[src/mpcfg_pkg.sv]
// Package for the mode-pin configuration and power-down block.
// Assumes a single 40 MHz clock domain; no bus, all controls are ports.
package mpcfg_pkg;
  // Interpolation / PLL factor codes
  localparam logic [1:0] MPCFG_INTERP_1X = 2'h0;
  localparam logic [1:0] MPCFG_INTERP_2X = 2'h1;
  localparam logic [1:0] MPCFG_INTERP_4X = 2'h2;
  // Reset values of the captured configuration
  localparam logic MPCFG_RST_SPI_EN = 1'h0;
  localparam logic MPCFG_RST_FULL_DUPLEX = 1'h1;
  localparam logic MPCFG_RST_INTERLEAVED = 1'h0;
  localparam logic MPCFG_RST_LOW_POWER = 1'h0;
  localparam logic [1:0] MPCFG_RST_INTERP = 2'h0;
  // Restart time bound of analog circuits switched off by power-down, in us
  localparam int MPCFG_FAST_RESTART_US = 10;
  localparam int MPCFG_CLK_MHZ = 40;
  localparam int MPCFG_FAST_RESTART_CYC =
    MPCFG_FAST_RESTART_US * MPCFG_CLK_MHZ;
  // Bus configuration modes
  typedef enum logic [1:0] {
    MPCFG_BUS_FD,
    MPCFG_BUS_HD_PARALLEL,
    MPCFG_BUS_HD_INTERLEAVED,
    MPCFG_BUS_SERIAL
  } mpcfg_bus_t;
endpackage

[src/mpcfg_top.sv]
// Mode-pin strap capture and live power-down / direction gating.
// Assumes pins are asynchronous; reset is synchronous active low.
// Operation
// - Straps captured at reset release, held
// - Rx power-down stops Rx clocks, fast analog
// - Tx power-down stops Tx clocks, keeps PLL
// - Power-down pins are live levels always
// - Half-duplex high: Rx clocks off, bus input
// - Half-duplex low: Tx clock off, bus drives unless Rx powered down
// - Direction gates only digital clocks and bus drive
// - Low-power strap high cuts ADC power
// - Chip-select low at reset enables straps
// - Duplex strap low selects half duplex
// - Width strap low parallel, high interleaved
// - Interp straps set interpolation and PLL
`timescale 1ns/1ps
`default_nettype none
module mpcfg_top (
  input wire logic clk_in,
  input wire logic rst_n_in,
  input wire logic serial_cs_pin_in,
  input wire logic serial_data_in_pin_in,
  input wire logic serial_clk_pin_in,
  input wire logic serial_data_out_pin_in,
  input wire logic iface_pin_two_in,
  input wire logic adc_low_power_strap_in,
  input wire logic rx_powerdown_pin_in,
  input wire logic tx_powerdown_pin_in,
  input wire logic iface_pin_one_in,
  output logic serial_port_en_out,
  output var mpcfg_pkg::mpcfg_bus_t bus_mode_out,
  output logic [1:0] interp_factor_out,
  output logic [1:0] pll_mult_out,
  output logic adc_low_power_out,
  output logic rx_clk_en_out,
  output logic adc_clk_en_out,
  output logic tx_clk_en_out,
  output logic dac_clk_en_out,
  output logic pll_run_out,
  output logic rx_analog_on_out,
  output logic tx_analog_on_out,
  output logic bus_drive_en_out
);
  import mpcfg_pkg::*;

  ////////////////////////////////////////////////////////////////////////
  // Pin synchronisers
  logic [8:0] pins_s;
  mpcfg_sync #(.WIDTH(9)) u_sync (
    .clk_in(clk_in),
    .d_in({serial_cs_pin_in, serial_data_in_pin_in, serial_clk_pin_in,
           serial_data_out_pin_in, iface_pin_two_in,
           adc_low_power_strap_in, rx_powerdown_pin_in,
           tx_powerdown_pin_in, iface_pin_one_in}),
    .q_out(pins_s)
  );
  logic cs_s, interp_hi_s, interp_lo_s, duplex_s, width_s, lowpwr_s;
  logic rxpd_s, txpd_s, dir_s;
  assign {cs_s, interp_hi_s, interp_lo_s, duplex_s, width_s, lowpwr_s,
          rxpd_s, txpd_s, dir_s} = pins_s;

  ////////////////////////////////////////////////////////////////////////
  // Strap capture: first clocked cycle after reset release
  logic captured_r, captured_nxt;
  logic spi_en_r, spi_en_nxt;
  mpcfg_bus_t bus_r, bus_nxt;
  logic [1:0] interp_r, interp_nxt;
  logic lowpwr_r, lowpwr_nxt;

  // Decode the strap set into a bus mode
  function automatic mpcfg_bus_t bus_decode(input logic spi,
                                            input logic fd,
                                            input logic w10);
    if (spi)
      return MPCFG_BUS_SERIAL;
    else if (fd)
      return MPCFG_BUS_FD;
    else if (w10)
      return MPCFG_BUS_HD_INTERLEAVED;
    else
      return MPCFG_BUS_HD_PARALLEL;
  endfunction

  // Captured once, held until next reset; host keeps cs steady
  always_comb begin
    captured_nxt = 1'h1;
    spi_en_nxt = spi_en_r;
    bus_nxt = bus_r;
    interp_nxt = interp_r;
    lowpwr_nxt = lowpwr_r;
    if (!captured_r) begin
      spi_en_nxt = cs_s;
      bus_nxt = bus_decode(cs_s, duplex_s, width_s);
      lowpwr_nxt = lowpwr_s;
      // Interp straps ignored when the serial port owns the config
      interp_nxt = cs_s ? MPCFG_RST_INTERP
                        : {interp_hi_s, interp_lo_s};
    end
  end

  always_ff @(posedge clk_in) begin
    if (!rst_n_in) begin
      captured_r <= 1'h0;
      spi_en_r <= MPCFG_RST_SPI_EN;
      bus_r <= MPCFG_BUS_FD;
      interp_r <= MPCFG_RST_INTERP;
      lowpwr_r <= MPCFG_RST_LOW_POWER;
    end else begin
      captured_r <= captured_nxt;
      spi_en_r <= spi_en_nxt;
      bus_r <= bus_nxt;
      interp_r <= interp_nxt;
      lowpwr_r <= lowpwr_nxt;
    end
  end

  ////////////////////////////////////////////////////////////////////////
  // Live gating from power-down and direction pins
  logic half_duplex;
  assign half_duplex = (bus_r == MPCFG_BUS_HD_PARALLEL) ||
                       (bus_r == MPCFG_BUS_HD_INTERLEAVED);
  logic rx_clk_r, rx_clk_nxt, tx_clk_r, tx_clk_nxt;
  logic rx_an_r, rx_an_nxt, tx_an_r, tx_an_nxt, drv_r, drv_nxt;

  // Levels only; never latched, so they track pins with sync delay
  always_comb begin
    rx_clk_nxt = !rxpd_s && !(half_duplex && dir_s);
    tx_clk_nxt = !txpd_s && !(half_duplex && !dir_s);
    rx_an_nxt = !rxpd_s;
    tx_an_nxt = !txpd_s;
    // Bus drives only for Rx output in half duplex, Rx path alive
    drv_nxt = half_duplex && !dir_s && !rxpd_s;
  end

  always_ff @(posedge clk_in) begin
    if (!rst_n_in) begin
      rx_clk_r <= 1'h0;
      tx_clk_r <= 1'h0;
      rx_an_r <= 1'h0;
      tx_an_r <= 1'h0;
      drv_r <= 1'h0;
    end else begin
      rx_clk_r <= rx_clk_nxt;
      tx_clk_r <= tx_clk_nxt;
      rx_an_r <= rx_an_nxt;
      tx_an_r <= tx_an_nxt;
      drv_r <= drv_nxt;
    end
  end

  ////////////////////////////////////////////////////////////////////////
  // Outputs straight from flops
  assign serial_port_en_out = spi_en_r;
  assign bus_mode_out = bus_r;
  assign interp_factor_out = interp_r;
  assign pll_mult_out = interp_r;
  assign adc_low_power_out = lowpwr_r;
  assign rx_clk_en_out = rx_clk_r;
  assign adc_clk_en_out = rx_clk_r;
  assign tx_clk_en_out = tx_clk_r;
  assign dac_clk_en_out = tx_clk_r;
  assign pll_run_out = captured_r;
  assign rx_analog_on_out = rx_an_r;
  assign tx_analog_on_out = tx_an_r;
  assign bus_drive_en_out = drv_r;

  ////////////////////////////////////////////////////////////////////////
  // Assertions
  property p_hold;
    @(posedge clk_in) disable iff (!rst_n_in)
      captured_r && $past(captured_r) |-> $stable(bus_r) && $stable(interp_r);
  endproperty
  a_hold: assert property (p_hold) else $error("config changed");

  property p_rxpd;
    @(posedge clk_in) disable iff (!rst_n_in)
      rx_powerdown_pin_in [*4] |-> !rx_clk_en_out && !rx_analog_on_out;
  endproperty
  a_rxpd: assert property (p_rxpd) else $error("rx not down");

  property p_txpd;
    @(posedge clk_in) disable iff (!rst_n_in)
      tx_powerdown_pin_in [*4] |-> !tx_clk_en_out && !tx_analog_on_out;
  endproperty
  a_txpd: assert property (p_txpd) else $error("tx not down");

  property p_live;
    @(posedge clk_in) disable iff (!rst_n_in)
      !rx_powerdown_pin_in [*4] ##0 half_duplex == 1'h0 |-> rx_clk_en_out;
  endproperty
  a_live: assert property (p_live) else $error("rx gated");

  property p_hd_tx;
    @(posedge clk_in) disable iff (!rst_n_in)
      iface_pin_one_in [*4] ##0 half_duplex |-> !rx_clk_en_out
        && !bus_drive_en_out;
  endproperty
  a_hd_tx: assert property (p_hd_tx) else $error("hd tx dir");

  property p_hd_rx;
    @(posedge clk_in) disable iff (!rst_n_in)
      !iface_pin_one_in [*4] ##0 half_duplex |-> !tx_clk_en_out;
  endproperty
  a_hd_rx: assert property (p_hd_rx) else $error("hd rx dir");

  property p_analog;
    @(posedge clk_in) disable iff (!rst_n_in)
      !rx_powerdown_pin_in [*4] |-> rx_analog_on_out;
  endproperty
  a_analog: assert property (p_analog) else $error("analog off");

  // Capture shows one edge later; the pins it used lie three samples back
  property p_pll;
    @(posedge clk_in) disable iff (!rst_n_in)
      $rose(captured_r) && !serial_port_en_out |->
        pll_mult_out == $past({serial_data_in_pin_in, serial_clk_pin_in}, 3)
        && interp_factor_out == pll_mult_out && pll_run_out;
  endproperty
  a_pll: assert property (p_pll) else $error("pll mismatch");

  property p_spi;
    @(posedge clk_in) disable iff (!rst_n_in)
      captured_r && serial_port_en_out |-> bus_mode_out == MPCFG_BUS_SERIAL;
  endproperty
  a_spi: assert property (p_spi) else $error("serial mode");

  c_fd: cover property (@(posedge clk_in) bus_r == MPCFG_BUS_FD && captured_r);
  c_half_duplex_interleaved_mode: cover property (@(posedge clk_in) bus_r == MPCFG_BUS_HD_INTERLEAVED);
  c_half_duplex_parallel_mode: cover property (@(posedge clk_in) bus_r == MPCFG_BUS_HD_PARALLEL);
  c_drv: cover property (@(posedge clk_in) bus_drive_en_out);
endmodule
`default_nettype wire

[src/mpcfg_sync.sv]
// Two-flop synchroniser for asynchronous pin levels.
// Assumes clk_in is the only clock; first stage read only by second.
`timescale 1ns/1ps
`default_nettype none
module mpcfg_sync #(
  parameter int WIDTH = 1
) (
  input wire logic clk_in,
  input wire logic [WIDTH-1:0] d_in,
  output logic [WIDTH-1:0] q_out
);
  logic [WIDTH-1:0] meta_r;
  logic [WIDTH-1:0] meta_nxt;
  logic [WIDTH-1:0] q_r;
  logic [WIDTH-1:0] q_nxt;

  // Next values of both stages
  always_comb begin
    meta_nxt = d_in;
    q_nxt = meta_r;
  end

  // No reset: stages keep sampling through reset, so the straps are
  // already settled at the capture edge and no false low follows release
  always_ff @(posedge clk_in) begin
    meta_r <= meta_nxt;
    q_r <= q_nxt;
  end

  assign q_out = q_r;
endmodule
`default_nettype wire

[config.mk]
export PLATFORM = sky130hd
export DESIGN_NAME = mpcfg_top
export DESIGN_NICKNAME = d
export VERILOG_FILES = /design/src/mpcfg_pkg.sv /design/src/mpcfg_top.sv /design/src/mpcfg_sync.sv
export SDC_FILE = /design/constraint.sdc
export NUM_CORES = 1
export LEC_CHECK = 0
export BUFFER_PORTS_ARGS = -buffer_cell sky130_fd_sc_hd__buf_2
export CAP_MARGIN = 15
export CORE_MARGIN = 2
export CORE_UTILIZATION = 49
export CTS_CLUSTER_SIZE = 24
export DETAILED_ROUTE_END_ITERATION = 10
export PLACE_DENSITY = 0.78
export SETUP_SLACK_MARGIN = 0.3
export SLEW_MARGIN = 5
export SYNTH_ARGS = -nofsm -noshare
export SYNTH_HDL_FRONTEND = slang
export SYNTH_SLANG_ARGS = --single-unit
[constraint.sdc]
create_clock -name clk_in -period 2 [get_ports clk_in]
set_clock_uncertainty 0.1 [all_clocks]
set_input_delay 0.1 -clock clk_in [delete_from_list [all_inputs] [get_ports clk_in]]
set_output_delay 0.1 -clock clk_in [all_outputs]
set_load 0.03 [all_outputs]
-- Word-level counts from Yosys, hierarchy flattened
Index checks and enable logic that the tools add are counted.
- input bits: 11
- register bits after elaboration: 30
- output and inout port bits: 16
- logic and storage cells: 30
- equal/unequal tests: 2
- reductions and logical operators: 11
- muxes and demuxes: 5
- operator list (operator ; number):
    two-way mux 2 bit ; 4
    logical AND 1 bit ; 5
    zero test 1 bit ; 5
    == test 2 x 1 -> 1 bit (second input constant) ; 1
    == test 2 bit (second input constant) ; 1
    logical OR 1 bit ; 1
    two-way mux 1 bit ; 1

-- Longest topological paths before layout
Gate-level depths: netlist of the first run.
- depth in word-level cells: 5
- depth in mapped cells: 3
- gate-level depth less buffers: 2

-- Modules after synthesis
A second synthesis of the first run with hierarchy kept.
- cell total of the unflattened synthesis: 58
- area, all modules: 809.5 um2
- modules (own cells, without submodules) (module ; cells each ; seq. area each (um2) ; times used ; area an instance (um2)):
    mpcfg_top ; 40 ; 240.2 ; 1 ; 449.2
    mpcfg_sync ; 18 ; 360.3 ; 1 ; 360.3

-- Least setup slack after synthesis of the first run
Ideal clock, no wire load.
- kind: reg2reg
- from: register captured_r, in the netlist pll_run_out
- to: register interp_r[0], in the netlist interp_factor_out[0]
- path buffers: 1
- setup time: 66 ps
- required time: 1834 ps
- period minus slack after synthesis: 1241 ps
- path slack: 759 ps
- cell stages (with the launch flop): 4
- arrival: 1075 ps
- cells stage by stage: dfxtp_1 -> buf_6 -> or3b_1 -> a21boi_2
- RTL lines (item ; line ; text):
    from (decl) ; mpcfg_top.sv:64 ; logic captured_r, captured_nxt;
    from (signal assigned) ; mpcfg_top.sv:109 ; captured_r <= captured_nxt;
    to (signal assigned) ; mpcfg_top.sv:112 ; interp_r <= interp_nxt;
    to (decl) ; mpcfg_top.sv:67 ; logic [1:0] interp_r, interp_nxt;

-- Worst setup path after layout of the first run
- from: register captured_r, in the netlist pll_run_out
- to: output port pll_run_out
- RTL lines (item ; line ; text):
    to (decl) ; mpcfg_top.sv:39 ; output logic pll_run_out,
No word-level cell between the ends.

==> impl_results.md, run 1 <==
* Status: completed
* Startpoint types: flop
* Tcrit/Tclk final at 65.0%
* Mapped Nets at 69
* Root buf cell: clkbuf_4
* Max frequency at 0.769 GHz
* Normalized max-slew margin at 78.5%
* Max Cap Viol at 0
* Vias in the first global route at 409
* Synth top area cells: dfxtp_1 (74%), nor2b_1 (3.9%), buf_4 (3.7%)
* Pwr Total at 1.07 mW
* Largest net degree at the start of global routing at 12
* Via density per instance at 4.38
* H-tree levels at 2
* Placed Area at 918 um2
* Gr ovfl total at 0
* Fin. Hold Viols at 0
* N_diodes at 0
* Worst-margin pin slew at 0.322 ns
* Post-synth EDFFs at 0
* Post-Layout Cell Count at 111
* Tot GR Track Use at 13.1%
* DRC viols at 0
* #FFs+latches synth at 30
* Core area at 1520 um2
* First-pass GRT wire length at 1620 um
* Detailed Place HPWL at 636 um
* Num ports at 27
* Worst-skew pair later-pin latency at 0.32 ns
* Clock Sinks at 30
* Top-count cell post-synth: dfxtp_1
* Setup tns final at 0 ns
* Share of layout cells above drive strength 1 at 34.7%
* Die X-Extent at 44.6 um
* DRT antenna net count at 0
* Final wirelength at 1040 um
* Synthesized instance count at 58
* Fin crit period at 1.30 ns
* Most frequent cells after synthesis: dfxtp_1 (30), nor2b_1 (5), buf_4 (4)
* Seq/Total Area, Yosys at 74.2%
* Ys flop type: dfxtp_1
* Post-Syn Area per Cell at 14.0 um2
* GPL Wtd Cong at 0.573
* CTS tree: built
* Lkg Pwr at 0.517 nW
* Initial antenna violation count at 0
* Clock transition at path regs at 0.09 ns
* Family with the most delay on the worst path: flip-flops
* Cts repair resizes at 0
* PD cells at 1000 nW/um2
* Crit end category: output pin
* Hold Path Depth at 0
* Crit path required time at 1.80 ns
* Ys async rst share at 0%
* Fill cells at 118
* Largest stage delay, worst path at 0.52 ns
* Slowest CP cell: dfxtp_1
* Layout area overhead at 32.1%
* Post-synth top area share at 74.2%
* Synth unique cells at 16
* YS warnings at 0
* Via count at 486
* CP Class: flop to output pin
* CTS Buf Count at 5
* Worst path bufs/invs at 1
* Worst-case vdd ir drop at 0.000827 V
* RSZ-0062 raised after global routing: no
* Worst min path class: flop to flop
* CP max FO at 11
* Max clock buf depth at 2
* Critical Path Stages at 1
* WL/cell at 9.37 um
* Die H at 44.6 um
* Initial drt markers at 11
* Placed cells at 95
* Die ar. at 1990 um2
* Crit path arrival time at 1.10 ns
* Post-synth top area cell: dfxtp_1
* Final hold slack at 0.218 ns
* Final setup viols at 0
* Nets at 107
* FP Rows at 14
* R2R depth at 2
* Design Area, Final at 1070 um2
* Mapped Area at 810 um2
* Worst path cell trace: buf_2
* PortBufs at 26
* Drt pass-1 iters at 2
* Max-slew violations at 0
* Starting density of the core at 53.1%
cells by family (layout without fill, tap and decap cells):
| family | count (synthesis) | after routing | synth area share [%] |
|---|---|---|---|
| xor+xnor | 1 | 1 | 1.08 |
| compound gates | 6 | 6 | 6.65 |
| buf+inv | 6 | 43 | 5.56 |
| simple gates | 13 | 13 | 10.0 |
| mux | 2 | 2 | 2.47 |
| flops | 30 | 30 | 74.2 |
final timing paths:
kind	startpoint	endpoint	slack (ns)
max	pll_run_out$_DFF_P_	pll_run_out	0.70
min	u_sync.meta_r[6]$_DFF_P_	u_sync.q_out[6]$_DFF_P_	0.22
max reg2reg	pll_run_out$_DFF_P_	interp_factor_out[0]$_SDFFE_PN0N_	0.88
min reg2reg	u_sync.meta_r[6]$_DFF_P_	u_sync.q_out[6]$_DFF_P_	0.22
flip-flops by register name (all words and copies together) (netlist names), 2 cells and up:
signal / count
bus_mode_out: 2
interp_factor_out: 2
u_sync.meta_r: 9
u_sync.q_out: 9
what timing repair did:
item | 4_1_cts | 5_1_grt
hold buffers | 10 | 0
endpoints found under the hold margin | 15 | 0
buffers inserted | 0 | 0
layout make-up:
class	instances	area [um2]	share of cell area, %
repair buffers	36	230	21.5
well taps	16	20.0	1.87
multi-input cells	22	164	15.3
clock buffers	6	51.3	4.80
inverters	1	3.75	0.351
flip-flops and latches	30	601	56.1
per-stage QoR:
step,setup slack (ns),util [%]
4_1_cts,0.680,70.2
2_1_floorplan,0.759,-
3_5_place_dp,0.891,60.3
6_report,0.700,70.2
3_3_place_gp,0.915,60.3
5_1_grt,0.627,70.2
where the power goes:
group / internal (mW) / total, mW / switching, mW
combinational: 0.0447 / 0.0997 / 0.0550
sequential: 0.630 / 0.644 / 0.0139
clock: 0.158 / 0.328 / 0.170
total: 0.832 / 1.07 / 0.239
cell usage in the layout (no fill, tap or decap), drive strengths merged:
| cell type | n |
|---|---|
| dfxtp | 30 |
| buf | 26 |
| dlygate4sd3 | 10 |
| clkbuf | 6 |
| nor2b | 5 |
| a21boi | 4 |
| nand2 | 2 |
| or3b | 2 |
| mux2i | 2 |
| or2b | 2 |
| o311a | 2 |
| xor2 | 1 |
| inv | 1 |
| and3 | 1 |
| nor2 | 1 |
per-layer routing:
layer	vias to the layer above	routed length, um	global-route usage [%]
li1	259	-	-
met2	21	463	18.0
met5	-	0	0
met3	6	115	11.4
met4	0	38	10.9
met1	200	423	12.0
Power figures use the tool's default switching activity.
==> run 2: changes to the inputs <==
--- a/config.mk
+++ b/config.mk
@@ -8,10 +8,10 @@
 export BUFFER_PORTS_ARGS = -buffer_cell sky130_fd_sc_hd__buf_2
 export CAP_MARGIN = 15
 export CORE_MARGIN = 2
-export CORE_UTILIZATION = 49
+export CORE_UTILIZATION = 46
 export CTS_CLUSTER_SIZE = 24
 export DETAILED_ROUTE_END_ITERATION = 10
-export PLACE_DENSITY = 0.78
+export PLACE_DENSITY = 0.74
 export SETUP_SLACK_MARGIN = 0.3
 export SLEW_MARGIN = 5
 export SYNTH_ARGS = -nofsm -noshare
==> constraint.sdc (replaced) <==
create_clock -name clk_in -period 1.35 [get_ports clk_in]
set_clock_uncertainty 0.1 [all_clocks]
set_input_delay 0.0675 -clock clk_in [delete_from_list [all_inputs] [get_ports clk_in]]
set_output_delay 0.0675 -clock clk_in [all_outputs]
set_load 0.03 [all_outputs]
==> run 2 against run 1 <==
Count of clock-buffer cells in the layout is 2 higher. Design area is 7.3% higher. Largest cell class unchanged. Non-clock buffer count is 1 higher. Utilization is 2.3 points lower. Clock power is 95% higher. Critical path type is now flop to flop. Combinational power is 62% higher. Power is 64% higher. Critical endpoint is now interp_factor_out[0]$_SDFFE_PN0N_. Cell count is 3.6% higher.
==> impl_results.md, run 2 (synthesis results as in run 1) <==
* Status: completed
* Drt pass-1 iters at 2
* Initial antenna violation count at 0
* Max-slew violations at 0
* Met3 wire length at 74 um
* Fin. Hold Viols at 0
* Vias in the first global route at 491
* CP Class: flop to flop
* DR top layer: met4
* Pre-CTS setup slack at 0.331 ns
* H-tree levels at 2
* WL met2 at 574 um
* Via density per instance at 4.43
* Crit end category: flop
* Final wirelength at 1180 um
* Num ports at 27
* Share of layout cells above drive strength 1 at 45.9%
* N_diodes at 0
* Family with the most delay on the worst path: flip-flops
* Worst path bufs/invs at 0
* Layout area overhead at 41.7%
* Fill cells at 133
* Gr ovfl total at 0
* DRC viols at 0
* Final setup viols at 0
* Max frequency at 0.974 GHz
* Initial drt markers at 2
* Pwr Total at 1.76 mW
* Die X-Extent at 46.0 um
* Worst-skew pair later-pin latency at 0.31 ns
* PD cells at 1530 nW/um2
* Crit path arrival time at 1.18 ns
* Clock Sinks at 30
* Root buf cell: clkbuf_4
* Worst path cell trace: or3b_4 -> a21boi_2
* Nets at 108
* DRT antenna net count at 0
* Die H at 46.0 um
* Core area at 1690 um2
* Clock transition at path regs at 0.09 ns
* GPL Wtd Cong at 0.592
* Sequential cell area at 611 um2
* Crit path required time at 1.50 ns
* Placed Area at 923 um2
* Highest-count cells in the layout ignoring fill and taps: dfxtp_1 (24), buf_2 (18), dlygate4sd3_1 (10)
* Slowest CP cell: dfxtp_4
* Tcrit/Tclk final at 76.1%
* Largest net degree at the start of global routing at 10
* Starting density of the core at 47.9%
* CTS Buf Count at 5
* Largest stage delay, worst path at 0.38 ns
* Die ar. at 2110 um2
* Post-Route M1 WL at 517 um
* Worst-case vdd ir drop at 0.000890 V
* Design Area, Final at 1150 um2
* FP Rows at 15
* Normalized max-slew margin at 86.5%
* Worst-margin pin slew at 0.202 ns
* Via count at 510
* Max Cap Viol at 0
* CP max FO at 8
* CTS tree: built
* Lkg Pwr at 0.544 nW
* Setup tns final at 0 ns
* Tot GR Track Use at 13.6%
* Most common cell after layout, fill and taps aside: dfxtp_1
* Startpoint types: flop
* Max clock buf depth at 2
* First-pass GRT wire length at 1880 um
* Setup ws final at 0.323 ns
* Area taken by multi-input logic gates at 171 um2
* WL/cell at 10.2 um
* PortBufs at 26
* RSZ-0062 raised after global routing: yes
* Worst min path class: flop to flop
* Fin crit period at 1.03 ns
[run 2: final cells by class]
class	instances	share of cell area, %
Sequential cell	30	53.2
Inverter	1	0.327
Clock buffer	8	6.87
Tap cell	17	1.85
Multi-Input combinational cell	22	14.9
Timing Repair Buffer	37	22.8
[run 2: power by group]
group	switching, mW	internal, mW	total, mW
registers	0.0221	0.934	0.956
logic	0.0845	0.0778	0.162
clock network	0.284	0.356	0.640
total	0.391	1.37	1.76
[run 2: path summary, 6_finish.rpt]
kind,start,to,slack (ns),cells past startpoint
hold reg to reg,u_sync.meta_r[5]$_DFF_P_,u_sync.q_out[5]$_DFF_P_,0.23,0
hold / removal,u_sync.meta_r[5]$_DFF_P_,u_sync.q_out[5]$_DFF_P_,0.23,0
setup / recovery,pll_run_out$_DFF_P_,interp_factor_out[0]$_SDFFE_PN0N_,0.32,2
setup reg to reg,pll_run_out$_DFF_P_,interp_factor_out[0]$_SDFFE_PN0N_,0.32,2
[run 2: what timing repair did]
item | 4_1_cts | 5_1_grt
hold buffers | 10 | 0
endpoints found under the setup margin | 5 | 12
resized for setup | 4 | 18
setup buffers | 1 | 0
hold endpoints to repair | 17 | 0
[run 2: worst register-to-register path, delay by kind of cell (launching register included)]
kind / cells / cell delay [ns]
flip-flops: 1 / 0.38
AND/OR/NAND/NOR: 1 / 0.37
AO/OA/AOI/OAI: 1 / 0.11
[run 2: stage by stage]
step	cells	utilization [%]	hold WS, ns
after global placement	96	54.7	0.0695
after CTS	115	66.2	0.232
after detailed placement	96	54.7	0.0711
after floorplan	58	-	-0.00481
after global routing	115	67.9	0.237
final	115	67.9	0.230
[run 2: per-layer routing]
| layer | track usage, % | vias up |
|---|---|---|
| li1 | - | 264 |
| met1 | 14.8 | 226 |
| met5 | 0 | - |
| met3 | 7.14 | 3 |
| met2 | 20.6 | 17 |
| met4 | 8.57 | 0 |
